`config.mk`:
```
export PLATFORM = sky130hd
export DESIGN_NAME = oac_regs
export DESIGN_NICKNAME = d
export VERILOG_FILES = /design/src/hdl/oac_pkg.sv /design/src/hdl/oac_amp_decode.sv /design/src/hdl/oac_regs.sv
export VERILOG_INCLUDE_DIRS = /design/src /design/src/hdl
export SDC_FILE = /design/constraint.sdc
export NUM_CORES = 1
export LEC_CHECK = 0
export ABC_AREA = 1
export BUFFER_PORTS_ARGS = -buffer_cell sky130_fd_sc_hd__buf_2
export CAP_MARGIN = 10
export CORE_UTILIZATION = 45
export CTS_BUF_LIST = sky130_fd_sc_hd__clkbuf_8
export DETAILED_ROUTE_END_ITERATION = 16
export PLACE_DENSITY = 0.7
export SYNTH_ARGS = -nofsm -noshare
export SYNTH_HDL_FRONTEND = slang
export SYNTH_HIERARCHICAL = 1
export SYNTH_SLANG_ARGS = --single-unit
```
`constraint.sdc`:
```
create_clock -name pclk -period 1.4 [get_ports pclk]
set_input_delay 0.07 -clock pclk [delete_from_list [all_inputs] [get_ports pclk]]
set_output_delay 0.07 -clock pclk [all_outputs]
set_load 0.02 [all_outputs]
```
`src/hdl/oac_consts.svh`:
```
`ifndef OAC_CONSTS_SVH
`define OAC_CONSTS_SVH

// Register indexes; byte address is four times the index
`define OAC_IDX_W           10
`define OAC_IDX_AMP0_INPUT  10'h0C0
`define OAC_IDX_AMP0_FUNC   10'h0C1
`define OAC_IDX_AMP1_INPUT  10'h0C2
`define OAC_IDX_AMP1_FUNC   10'h0C3
`define OAC_IDX_AMP2_INPUT  10'h0C4
`define OAC_IDX_AMP2_FUNC   10'h0C5
`define OAC_IDX_SWITCH      10'h0CF
`define OAC_IDX_STRIDE      10'h002

// Bus geometry
`define OAC_ADDR_W          12
`define OAC_DATA_W          32
`define OAC_NUM_AMPS        3
`define OAC_NUM_AMPS_SMALL  2

// Reset values
`define OAC_CTL_RESET       8'h00
`define OAC_SWC_RESET       8'h00

// Input configuration fields
`define OAC_INV_HI          7
`define OAC_INV_LO          6
`define OAC_NONINV_HI       5
`define OAC_NONINV_LO       4
`define OAC_SLEW_HI         3
`define OAC_SLEW_LO         2
`define OAC_EXT_ROUTE_BIT   1
`define OAC_INT_ROUTE_BIT   0

// Function configuration fields
`define OAC_TAP_HI          7
`define OAC_TAP_LO          5
`define OAC_FUNC_HI         4
`define OAC_FUNC_LO         2
`define OAC_RANGE_BIT       0
`define OAC_FUNC_WMASK      8'hFD

// Switch control force fields
`define OAC_FORCE0_LO       0
`define OAC_FORCE1_LO       4
`define OAC_FORCE_CH0       2'h1
`define OAC_FORCE_CH1       2'h2
`define OAC_FORCED_INV_CH0  2'h0
`define OAC_FORCED_INV_CH1  2'h1

`endif

```
`src/hdl/oac_pkg.sv`:
```
package oac_pkg;

   typedef enum logic [2:0]
   {
      OAC_FN_GENERAL    = 3'h0,
      OAC_FN_UNITY      = 3'h1,
      OAC_FN_RSVD2      = 3'h2,
      OAC_FN_COMPARE    = 3'h3,
      OAC_FN_NONINV_PGA = 3'h4,
      OAC_FN_RSVD5      = 3'h5,
      OAC_FN_INV_PGA    = 3'h6,
      OAC_FN_RSVD7      = 3'h7
   } oac_func_e;

   typedef struct packed
   {
      logic [1:0] inv_input_sel;
      logic [1:0] noninv_input_sel;
      logic [1:0] slew_power_sel;
      logic       external_conv_route;
      logic       internal_conv_route;
      logic [2:0] feedback_tap_sel;
      oac_func_e  amp_function_sel;
      logic       input_range_limit;
      logic       amp_powered;
      logic       forced;
   } oac_amp_s;

   typedef struct packed
   {
      logic       shunt1;
      logic       sw1_to_vss;
      logic [1:0] force1;
      logic       shunt0;
      logic       sw0_to_vss;
      logic [1:0] force0;
   } oac_switch_s;

endpackage

```
`src/hdl/oac_amp_decode.sv`:
```
`timescale 1ns/1ps
`include "oac_consts.svh"

module oac_amp_decode
   import oac_pkg::*;
(
   input  wire logic [7:0] input_cfg,
   input  wire logic [7:0] function_cfg,
   input  wire logic [1:0] force_sel,
   output oac_amp_s        eff
);

   logic [2:0] func_raw;
   logic       force_any;

   always_comb
   begin
      func_raw  = function_cfg[`OAC_FUNC_HI:`OAC_FUNC_LO];
      force_any = (force_sel == `OAC_FORCE_CH0) || (force_sel == `OAC_FORCE_CH1);

      eff.inv_input_sel     = input_cfg[`OAC_INV_HI:`OAC_INV_LO];
      eff.noninv_input_sel  = input_cfg[`OAC_NONINV_HI:`OAC_NONINV_LO];
      eff.slew_power_sel    = input_cfg[`OAC_SLEW_HI:`OAC_SLEW_LO];
      eff.feedback_tap_sel  = function_cfg[`OAC_TAP_HI:`OAC_TAP_LO];
      eff.amp_function_sel  = oac_func_e'(func_raw);
      eff.input_range_limit = function_cfg[`OAC_RANGE_BIT];
      eff.forced            = force_any;

      // Switch force overrides inverting input and function
      if (force_sel == `OAC_FORCE_CH0)
      begin
         eff.inv_input_sel    = `OAC_FORCED_INV_CH0;
         eff.amp_function_sel = OAC_FN_INV_PGA;
      end
      else if (force_sel == `OAC_FORCE_CH1)
      begin
         eff.inv_input_sel    = `OAC_FORCED_INV_CH1;
         eff.amp_function_sel = OAC_FN_INV_PGA;
      end

      eff.amp_powered = (eff.slew_power_sel != 2'h0);
      eff.external_conv_route = input_cfg[`OAC_EXT_ROUTE_BIT]
                                && (eff.amp_function_sel != OAC_FN_GENERAL);
      eff.internal_conv_route = input_cfg[`OAC_INT_ROUTE_BIT] && eff.amp_powered;
   end

endmodule

```
`src/hdl/oac_regs.sv`:
```
// The APB slave port was left to the implementer.
`timescale 1ns/1ps
`include "oac_consts.svh"

module oac_regs
   import oac_pkg::*;
#(
   parameter bit SMALL_VARIANT = 1'b0
)
(
   input  wire logic                      pclk,
   input  wire logic                      presetn,
   input  wire logic                      psel,
   input  wire logic                      penable,
   input  wire logic                      pwrite,
   input  wire logic [`OAC_ADDR_W-1:0]    paddr,
   input  wire logic [`OAC_DATA_W-1:0]    pwdata,
   input  wire logic [3:0]                pstrb,
   output      logic [`OAC_DATA_W-1:0]    prdata,
   output      logic                      pready,
   output      logic                      pslverr,
   output      oac_amp_s [`OAC_NUM_AMPS-1:0] amp_cfg,
   output      oac_switch_s               switch_cfg
);

   localparam int NUM_MAPPED = SMALL_VARIANT ? `OAC_NUM_AMPS_SMALL : `OAC_NUM_AMPS;

   logic [7:0]               input_cfg_r  [`OAC_NUM_AMPS];
   logic [7:0]               func_cfg_r   [`OAC_NUM_AMPS];
   logic [7:0]               switch_r;
   logic                     pready_r;
   logic                     pslverr_r;
   logic [`OAC_DATA_W-1:0]   prdata_r;
   oac_amp_s [`OAC_NUM_AMPS-1:0] amp_cfg_r;
   oac_switch_s              switch_cfg_r;

   logic [`OAC_IDX_W-1:0]    idx;
   logic                     aligned;
   logic                     access;
   logic                     commit;
   logic                     wr_commit;
   logic                     byte_wr;
   logic                     hit_switch;
   logic [`OAC_NUM_AMPS-1:0] hit_input;
   logic [`OAC_NUM_AMPS-1:0] hit_func;
   logic                     hit_any;
   logic [7:0]               rd_byte;
   oac_amp_s [`OAC_NUM_AMPS-1:0] amp_eff;

   // Address decode
   always_comb
   begin
      idx        = paddr[`OAC_ADDR_W-1:2];
      aligned    = (paddr[1:0] == 2'h0);
      access     = psel && penable;
      commit     = access && pready_r;
      wr_commit  = commit && pwrite;
      byte_wr    = pstrb[0];
      hit_switch = SMALL_VARIANT && aligned && (idx == `OAC_IDX_SWITCH);
   end

   genvar gi;
   generate
      for (gi = 0; gi < `OAC_NUM_AMPS; gi = gi + 1)
      begin : g_amp
         localparam logic [`OAC_IDX_W-1:0] IDX_IN =
            `OAC_IDX_AMP0_INPUT + `OAC_IDX_STRIDE * `OAC_IDX_W'(gi);
         localparam logic [`OAC_IDX_W-1:0] IDX_FN = IDX_IN + `OAC_IDX_W'(1);
         localparam bit MAPPED = (gi < NUM_MAPPED);
         logic [1:0] force_sel;

         assign hit_input[gi] = MAPPED && aligned && (idx == IDX_IN);
         assign hit_func[gi]  = MAPPED && aligned && (idx == IDX_FN);

         // Only the small variant has force fields, for amps 0 and 1
         always_comb
         begin
            force_sel = 2'h0;
            if (SMALL_VARIANT && gi == 0)
            begin
               force_sel = switch_r[`OAC_FORCE0_LO +: 2];
            end
            else if (SMALL_VARIANT && gi == 1)
            begin
               force_sel = switch_r[`OAC_FORCE1_LO +: 2];
            end
         end

         // Input configuration register
         always_ff @(posedge pclk or negedge presetn)
         begin
            if (!presetn)
            begin
               input_cfg_r[gi] <= `OAC_CTL_RESET;
            end
            else if (wr_commit && byte_wr && hit_input[gi])
            begin
               input_cfg_r[gi] <= pwdata[7:0];
            end
         end

         // Function configuration register, reserved bit kept zero
         always_ff @(posedge pclk or negedge presetn)
         begin
            if (!presetn)
            begin
               func_cfg_r[gi] <= `OAC_CTL_RESET;
            end
            else if (wr_commit && byte_wr && hit_func[gi])
            begin
               func_cfg_r[gi] <= pwdata[7:0] & `OAC_FUNC_WMASK;
            end
         end

         oac_amp_decode u_decode
         (
            .input_cfg    (input_cfg_r[gi]),
            .function_cfg (func_cfg_r[gi]),
            .force_sel    (force_sel),
            .eff          (amp_eff[gi])
         );

         // Effective settings to the analog side
         always_ff @(posedge pclk or negedge presetn)
         begin
            if (!presetn)
            begin
               amp_cfg_r[gi] <= '0;
            end
            else
            begin
               amp_cfg_r[gi] <= amp_eff[gi];
            end
         end
      end
   endgenerate

   assign hit_any = (|hit_input) || (|hit_func) || hit_switch;

   // Switch control register
   always_ff @(posedge pclk or negedge presetn)
   begin
      if (!presetn)
      begin
         switch_r <= `OAC_SWC_RESET;
      end
      else if (wr_commit && byte_wr && hit_switch)
      begin
         switch_r <= pwdata[7:0];
      end
   end

   always_ff @(posedge pclk or negedge presetn)
   begin
      if (!presetn)
      begin
         switch_cfg_r <= '0;
      end
      else
      begin
         switch_cfg_r <= oac_switch_s'(switch_r);
      end
   end

   // Read mux
   always_comb
   begin
      rd_byte = 8'h00;
      for (int i = 0; i < `OAC_NUM_AMPS; i++)
      begin
         if (hit_input[i])
         begin
            rd_byte = input_cfg_r[i];
         end
         if (hit_func[i])
         begin
            rd_byte = func_cfg_r[i];
         end
      end
      if (hit_switch)
      begin
         rd_byte = switch_r;
      end
   end

   // One wait state: ready rises in the second access cycle
   always_ff @(posedge pclk or negedge presetn)
   begin
      if (!presetn)
      begin
         pready_r <= 1'b0;
      end
      else
      begin
         pready_r <= access && !pready_r;
      end
   end

   // Error on unmapped or unaligned address
   always_ff @(posedge pclk or negedge presetn)
   begin
      if (!presetn)
      begin
         pslverr_r <= 1'b0;
      end
      else
      begin
         pslverr_r <= access && !pready_r && !hit_any;
      end
   end

   // Read data captured with ready, zero otherwise
   always_ff @(posedge pclk or negedge presetn)
   begin
      if (!presetn)
      begin
         prdata_r <= '0;
      end
      else if (access && !pready_r && !pwrite)
      begin
         prdata_r <= {24'h000000, rd_byte};
      end
      else
      begin
         prdata_r <= '0;
      end
   end

   assign prdata     = prdata_r;
   assign pready     = pready_r;
   assign pslverr    = pslverr_r;
   assign amp_cfg    = amp_cfg_r;
   assign switch_cfg = switch_cfg_r;

endmodule

```
==> results of run 1 <==
==> critical path, delay by kind of cell (launching register included) <==
family | cells | cell delay (ns)
AOI/OAI and AO/OA | 1 | 0.05
buffers and inverters | 2 | 0.29
DFF | 1 | 0.38
and+or+nand+nor | 4 | 0.50
==> power by group through the flow <==
stage	Sequential [mW]	Combinational, mW	Clock (mW)
2_1_floorplan	3.20	0.305	0
3_3_place_gp	3.16	0.446	0
3_5_place_dp	3.16	0.453	0
4_1_cts	3.10	0.456	2.10
5_1_grt	3.10	0.511	2.23
6_report	3.10	0.459	2.06
==> flip-flops by register name, indices dropped and copies added (netlist names) <==
signal       flops
amp_cfg         51
input_cfg_r     24
func_cfg_r      21
prdata           8
pready           1
pslverr          1
==> layer usage <==
| layer | wire [µm] | GRT usage (%) |
|---|---|---|
| met1 | 4320 | 23.8 |
| met2 | 4720 | 29.4 |
| met3 | 531 | 3.86 |
| met4 | 148 | 6.95 |
| met5 | 0 | 0 |
==> cells in the mapped netlist, types with 4 or more instances <==
master | number | area [µm²]
inv_2 | 7 | 26.3
nor2_1 | 17 | 63.8
nor2_4 | 6 | 67.6
buf_4 | 61 | 458
clkinv_2 | 4 | 20.0
nand3_1 | 23 | 115
nor2_2 | 10 | 62.6
nand4_1 | 13 | 81.3
inv_1 | 44 | 165
nand2_4 | 9 | 101
buf_6 | 7 | 78.8
a21oi_1 | 4 | 20.0
ha_1 | 9 | 113
o21ai_2 | 43 | 377
dfrtp_1 | 106 | 2650
nand2_1 | 88 | 330
o21ai_1 | 11 | 55.1
nand2_2 | 14 | 87.6
==> final cells by class <==
type,count,share of cell area (%)
sequential,106,46.3
multi-input combinational,313,32.3
timing repair buffer,104,10.8
inverter,55,3.69
tap,140,3.06
clock buffer,10,2.40
clock inverter,5,1.40
==> worst max-delay path by stage <==
stage | startpoint | end | slack [ns] | cells after the start
2_1_floorplan | pready$_DFF_PN0_ | input_cfg_r[21]$_DFFE_PN0P_ | 0.01 | 6
3_3_place_gp | paddr[7] | prdata[4]$_DFF_PN0_ | 0.09 | 10
3_5_place_dp | paddr[7] | func_cfg_r[10]$_DFFE_PN0P_ | 0.06 | 9
4_1_cts | pready$_DFF_PN0_ | input_cfg_r[6]$_DFFE_PN0P_ | 0.05 | 6
5_1_grt | pready$_DFF_PN0_ | prdata[4]$_DFF_PN0_ | -0.05 | 6
6_report | pready$_DFF_PN0_ | input_cfg_r[18]$_DFFE_PN0P_ | 0.05 | 7
==> through the flow <==
stage | instance area, µm² | setup slack (ns) | TNS, ns | hold WS, ns | std cells
2_1_floorplan | 5250 | 0.0129 | 0 | -0.226 | 542
6_report | 5730 | 0.0483 | 0 | 0.0383 | 733
3_3_place_gp | 5470 | 0.0880 | 0 | 0.0546 | 713
5_1_grt | 5730 | -0.0478 | -0.245 | 0.0467 | 733
3_5_place_dp | 5470 | 0.0609 | 0 | 0.0584 | 713
4_1_cts | 5700 | 0.0486 | 0 | 0.0229 | 729
==> cell families (layout without fill, tap and decap cells) <==
kind of cell / count (synthesis) / in the layout / synth area share [%]
compound gates: 63 / 63 / 9.61
fa+ha+maj: 9 / 9 / 2.22
buf+inv: 123 / 174 / 14.7
flops: 106 / 106 / 52.3
other cells: 1 / 47 / 0.0739
simple gates: 194 / 194 / 21.1
==> what timing repair did <==
action / CTS / global route
gates resized for setup: 0 / 1
endpoints found under the setup margin: 0 / 19
hold buffers: 1 / 0
endpoints found under the hold margin: 46 / 0
setup buffers: 0 / 4
==> impl_metrics.py, run 1 <==
metrics = {
    "setup_path": {
        "worst-path-max-fanout": 16,
        "worst-r2r-setup-slack_ns": 0.05,
        "path_class": "reg2reg",
        "cp_data_required_time_ns": 1.66,
        "max_stage_delay_ns": 0.38,
        "crit_chain": "nand3_1 -> nor2_8 -> buf_4 -> nand2_2 -> buf_12 -> nand2_1 -> o21ai_2",
        "worstRegToRegCells": 7,
        "arrival_ns": 1.61,
        "endpoint_kind": "register",
        "timing.rr.end": "input_cfg_r[18]$_DFFE_PN0P_",
        "r2r_start": "pready$_DFF_PN0_",
        "cp-start-kind": "register",
        "slowest_stage": "dfrtp_1",
    },
    "yosys": {
        "syn_avg_cell_area_um2": 10.2,
        "postSynthCellCount": 496,
        "synth_seq_area_share_pct": 52.3,
        "synth_edf_count": 0,
        "ys_warn_count": 6,
        "synth-async-reset-ratio_pct": 100,
        "synth_ff_type": "dfrtp_1",
        "synth_seq_cells": 106,
        "synth_area_um2": 5080,
        "ys_types": 29,
    },
    "finish": {
        "area_growth_pct": 12.9,
        "drive_above_1_share_pct": 37.1,
        "multi_input_area_um2": 1850,
        "final_util_pct": 52.4,
        "fin_nets": 651,
        "diodes": 0,
        "final_cell_mix": "dfrtp_1 (106), nand2_1 (88), buf_2 (85)",
        "fill_cells": 992,
        "final_common_cell": "dfrtp_1",
        "area.sequential_um2": 2650,
    },
    "clock_tree": {
        "cts_tree": "built",
        "cts_made_buffers": 9,
        "cts_root_buf": "clkbuf_8",
        "clkTransAtPathRegs_ns": 0.10,
        "cts-htree-levels": 3,
        "clock_sinks": 106,
        "clk_latency_ns": 0.38,
        "cts_buffer_depth": 2,
    },
    "floorplan": {
        "die_w_um": 108,
        "io_pins": 146,
        "die_h_um": 108,
        "core.rowCount": 38,
        "die-area_um2": 11700,
        "start_util_pct": 46.4,
        "core_um2": 10900,
    },
    "power": {
        "powerDensity_nw_per_um2": 980,
        "clkPwrFrac_pct": 36.7,
        "switching_share_pct": 24.3,
        "peakVddDrop_mv": 0.438,
        "power_frac_comb_pct": 8.2,
        "seqPwrFrac_pct": 55.2,
        "p_total_mw": 5.62,
        "switchingPower_mw": 1.37,
        "internal_power_mw": 4.25,
        "leakagePower_nw": 3.28,
    },
    "route": {
        "vias": 3319,
        "dr.pass1.iters": 5,
        "ant_nets": 0,
        "drt_iter0_drc": 137,
        "vias_per_cell": 4.53,
        "routedWlPerCell_um": 13.3,
        "drc": 0,
        "totalWireLength_um": 9720,
    },
    "placed_design": {
        "place_congestion": 0.891,
        "place.detailed.hpwl_um": 7230,
        "io_buffers": 86,
    },
    "worst_hold_path": {
        "min_to": "input_cfg_r[1]$_DFFE_PN0P_",
        "min_from": "pwdata[1]",
        "hold_class": "in2reg",
        "hold_depth": 3,
    },
    "status": {
        "status": "finished, final reports clean",
    },
    "global_route": {
        "grt_pass1_vias": 3138,
        "antenna_found_initial": 0,
        "grt_pass1_wl_um": 15800,
        "grt_usage_pct": 18.1,
        "grt_max_degree": 34,
        "gr-total-overflow": 0,
    },
    "sta": {
        "finalCritPeriodShare_pct": 96.5,
        "clock-skew-final_ns": 0.0133,
        "timing.final.crit_period_ns": 1.35,
        "final_max_slew_viol_count": 0,
        "timing.fmax_mhz": 740,
        "report.final.hold_viol_count": 0,
        "setup-violations-final": 0,
        "rsz0062_at_grt": "true",
    },
    "flow_run": {
        "maxCapViolCount": 0,
    },
}
(Power assumes the default switching activity.)
==> run 2, diff against run 1 <==
--- a/config.mk
+++ b/config.mk
@@ -12,8 +12,7 @@
 export CORE_UTILIZATION = 45
 export CTS_BUF_LIST = sky130_fd_sc_hd__clkbuf_8
 export DETAILED_ROUTE_END_ITERATION = 16
-export PLACE_DENSITY = 0.7
+export PLACE_DENSITY = 0.72
 export SYNTH_ARGS = -nofsm -noshare
 export SYNTH_HDL_FRONTEND = slang
-export SYNTH_HIERARCHICAL = 1
 export SYNTH_SLANG_ARGS = --single-unit
==> run 2 against run 1 <==
Compared with the run above:
- first-iteration DRC count rose by 2.2%
- combinational power down 33%
- routed wire length shrank 7.5%
- design area decreased by 12%
- synthesized cell count shrank 12%
- worst hold slack better by 0.0070 ns
- flip-flop and latch count fell by 3
- critical path type unchanged
- largest cell class unchanged
- largest power group unchanged
==> impl_metrics.py, run 2 <==
metrics = {
    "global_route": {
        "grt_max_degree": 54,
        "gr-total-overflow": 0,
        "grt_pass1_wl_um": 14400,
        "grt_pass1_vias": 2826,
        "grt_usage_pct": 19.1,
        "antenna_found_initial": 0,
    },
    "clock_tree": {
        "cts-htree-levels": 3,
        "post-cts-setup-buffer-count": 0,
        "clkTransAtPathRegs_ns": 0.10,
        "clk_latency_ns": 0.36,
        "clock_sinks": 103,
        "cts_tree": "built",
        "cts_root_buf": "clkbuf_8",
        "cts_buffer_depth": 2,
        "cts_made_buffers": 9,
    },
    "floorplan": {
        "die_h_um": 101,
        "start_util_pct": 46.8,
        "die_w_um": 101,
        "die-area_um2": 10100,
        "core_um2": 9330,
        "io_pins": 146,
        "core.rowCount": 35,
    },
    "sta": {
        "finalCritPeriodShare_pct": 94.4,
        "timing.final.crit_period_ns": 1.32,
        "report.final.hold_viol_count": 0,
        "worst_slack_ns": 0.0779,
        "setup-violations-final": 0,
        "rsz0062_at_grt": "false",
        "setup-tns-final_ns": 0,
        "final_max_slew_viol_count": 0,
        "clock-skew-final_ns": 0.0138,
        "timing.fmax_mhz": 756,
    },
    "power": {
        "seqPwrFrac_pct": 59.0,
        "power_frac_comb_pct": 6.1,
        "powerDensity_nw_per_um2": 1000,
        "switchingPower_mw": 1.19,
        "switching_share_pct": 23.7,
        "clkPwrFrac_pct": 34.9,
        "leakagePower_nw": 2.88,
        "peakVddDrop_mv": 0.576,
        "internal_power_mw": 3.85,
    },
    "setup_path": {
        "cp-start-kind": "register",
        "r2r_start": "pready$_DFF_PN0_",
        "crit_start": "pready$_DFF_PN0_",
        "endpoint_kind": "register",
        "worst-path-max-fanout": 14,
        "worst-r2r-setup-slack_ns": 0.08,
        "worstRegToRegCells": 5,
        "path_class": "reg2reg",
        "arrival_ns": 1.55,
        "crit_end": "func_cfg_r[20]$_DFFE_PN0P_",
        "cp_data_required_time_ns": 1.63,
        "timing.rr.end": "func_cfg_r[20]$_DFFE_PN0P_",
    },
    "yosys": {
        "yosysTopAreaCell": "dfrtp_1",
        "synth_seq_area_share_pct": 59.0,
        "yosysMostFrequentCell": "dfrtp_1",
        "synth-async-reset-ratio_pct": 100,
        "synth_area_um2": 4370,
        "postSynthCellCount": 436,
        "ys_warn_count": 0,
        "synth_ff_type": "dfrtp_1",
        "yosysTopAreaCellShare_pct": 59.0,
        "syn_avg_cell_area_um2": 10.0,
        "ys_types": 31,
        "synth_edf_count": 0,
        "synth.area.top_cells": "dfrtp_1 (59%), nand2_1 (8.8%), buf_4 (6.2%)",
        "synth_commonest_cells": "dfrtp_1 (103), nand2_1 (102), inv_1 (37)",
        "synth_seq_cells": 103,
    },
    "finish": {
        "fill_cells": 842,
        "drive_above_1_share_pct": 29.5,
        "area_growth_pct": 15.5,
        "area.sequential_um2": 2580,
        "fin_nets": 583,
        "largest_reg_flops": 48,
        "multi_input_area_um2": 1450,
        "diodes": 0,
        "final_cell_mix": "dfrtp_1 (103), nand2_1 (102), buf_2 (82)",
        "final_common_cell": "dfrtp_1",
    },
    "worst_hold_path": {
        "hold_depth": 3,
        "hold_class": "in2reg",
    },
    "route": {
        "drc": 0,
        "routedWlPerCell_um": 13.5,
        "ant_nets": 0,
        "totalWireLength_um": 8990,
        "vias_per_cell": 4.57,
        "dr.pass1.iters": 4,
        "drt_iter0_drc": 140,
        "vias": 3035,
    },
    "placed_design": {
        "place.detailed.hpwl_um": 6700,
        "io_buffers": 83,
        "place_congestion": 0.871,
        "pre_cts_slack_ns": 0.0213,
    },
    "status": {
        "status": "finished, final reports clean",
    },
    "flow_run": {
        "maxCapViolCount": 0,
    },
}
## run 2: power groups by stage
stage	clock (mW)	combinational, mW	sequential [mW]
2_1_floorplan	0	0.229	3.04
3_3_place_gp	0	0.303	3.04
3_5_place_dp	0	0.309	3.04
4_1_cts	1.79	0.312	2.98
5_1_grt	1.90	0.342	2.98
6_report	1.76	0.308	2.98
## run 2: how the worst min path moves through the flow
stage | from | endpoint
floorplan | presetn | amp_cfg[10]$_DFF_PN0_
global placement | presetn | amp_cfg[11]$_DFF_PN0_
detailed placement | presetn | amp_cfg[9]$_DFF_PN0_
CTS | pwdata[1] | input_cfg_r[9]$_DFFE_PN0P_
global route | pwdata[1] | input_cfg_r[9]$_DFFE_PN0P_
finish | pwdata[1] | input_cfg_r[9]$_DFFE_PN0P_
## run 2: layout make-up
cell class | count | share of cell area (%)
sequential | 103 | 51.1
multi-input combinational | 281 | 28.8
timing repair buffer | 91 | 9.77
inverter | 44 | 3.40
tap | 129 | 3.20
clock buffer | 9 | 2.46
clock inverter | 7 | 1.31
## run 2: what timing repair did
action,4_1_cts,5_1_grt
hold buffers,1,0
endpoints found under the setup margin,0,13
gates resized for setup,0,3
hold endpoints to repair,103,0
## run 2: layer usage
metal	part of all wire, %	global-route usage, %
met5	0	0
met4	3.1	7.92
met3	5.7	2.84
met2	47	31.2
met1	44	25.8
## run 2: per-stage QoR
step,cells,power (mW),hold slack (ns),cell area (µm²),utilization (%)
2_1_floorplan,470,3.27,-0.226,4500,-
3_3_place_gp,647,3.34,-0.0528,4820,51.7
3_5_place_dp,647,3.35,-0.0478,4820,51.7
4_1_cts,664,5.08,0.0401,5020,53.9
5_1_grt,664,5.23,0.0460,5040,54.1
6_report,664,5.05,0.0453,5040,54.1
## run 2: logic make-up after synthesis
family	count (synthesis)	share of synthesized area (%)
other	1	0.0859
flip-flops	103	59.0
buffers and inverters	86	11.2
AND/OR/NAND/NOR	180	20.3
AO/OA/AOI/OAI	66	9.31
## run 2: critical path, cell delays in order (launching register included)
cell and delay (ns):
dfrtp_1 0.40, nand3_2 0.13, nor2_8 0.25, nand2_2 0.22, nand2_1 0.13, o21ai_1 0.07
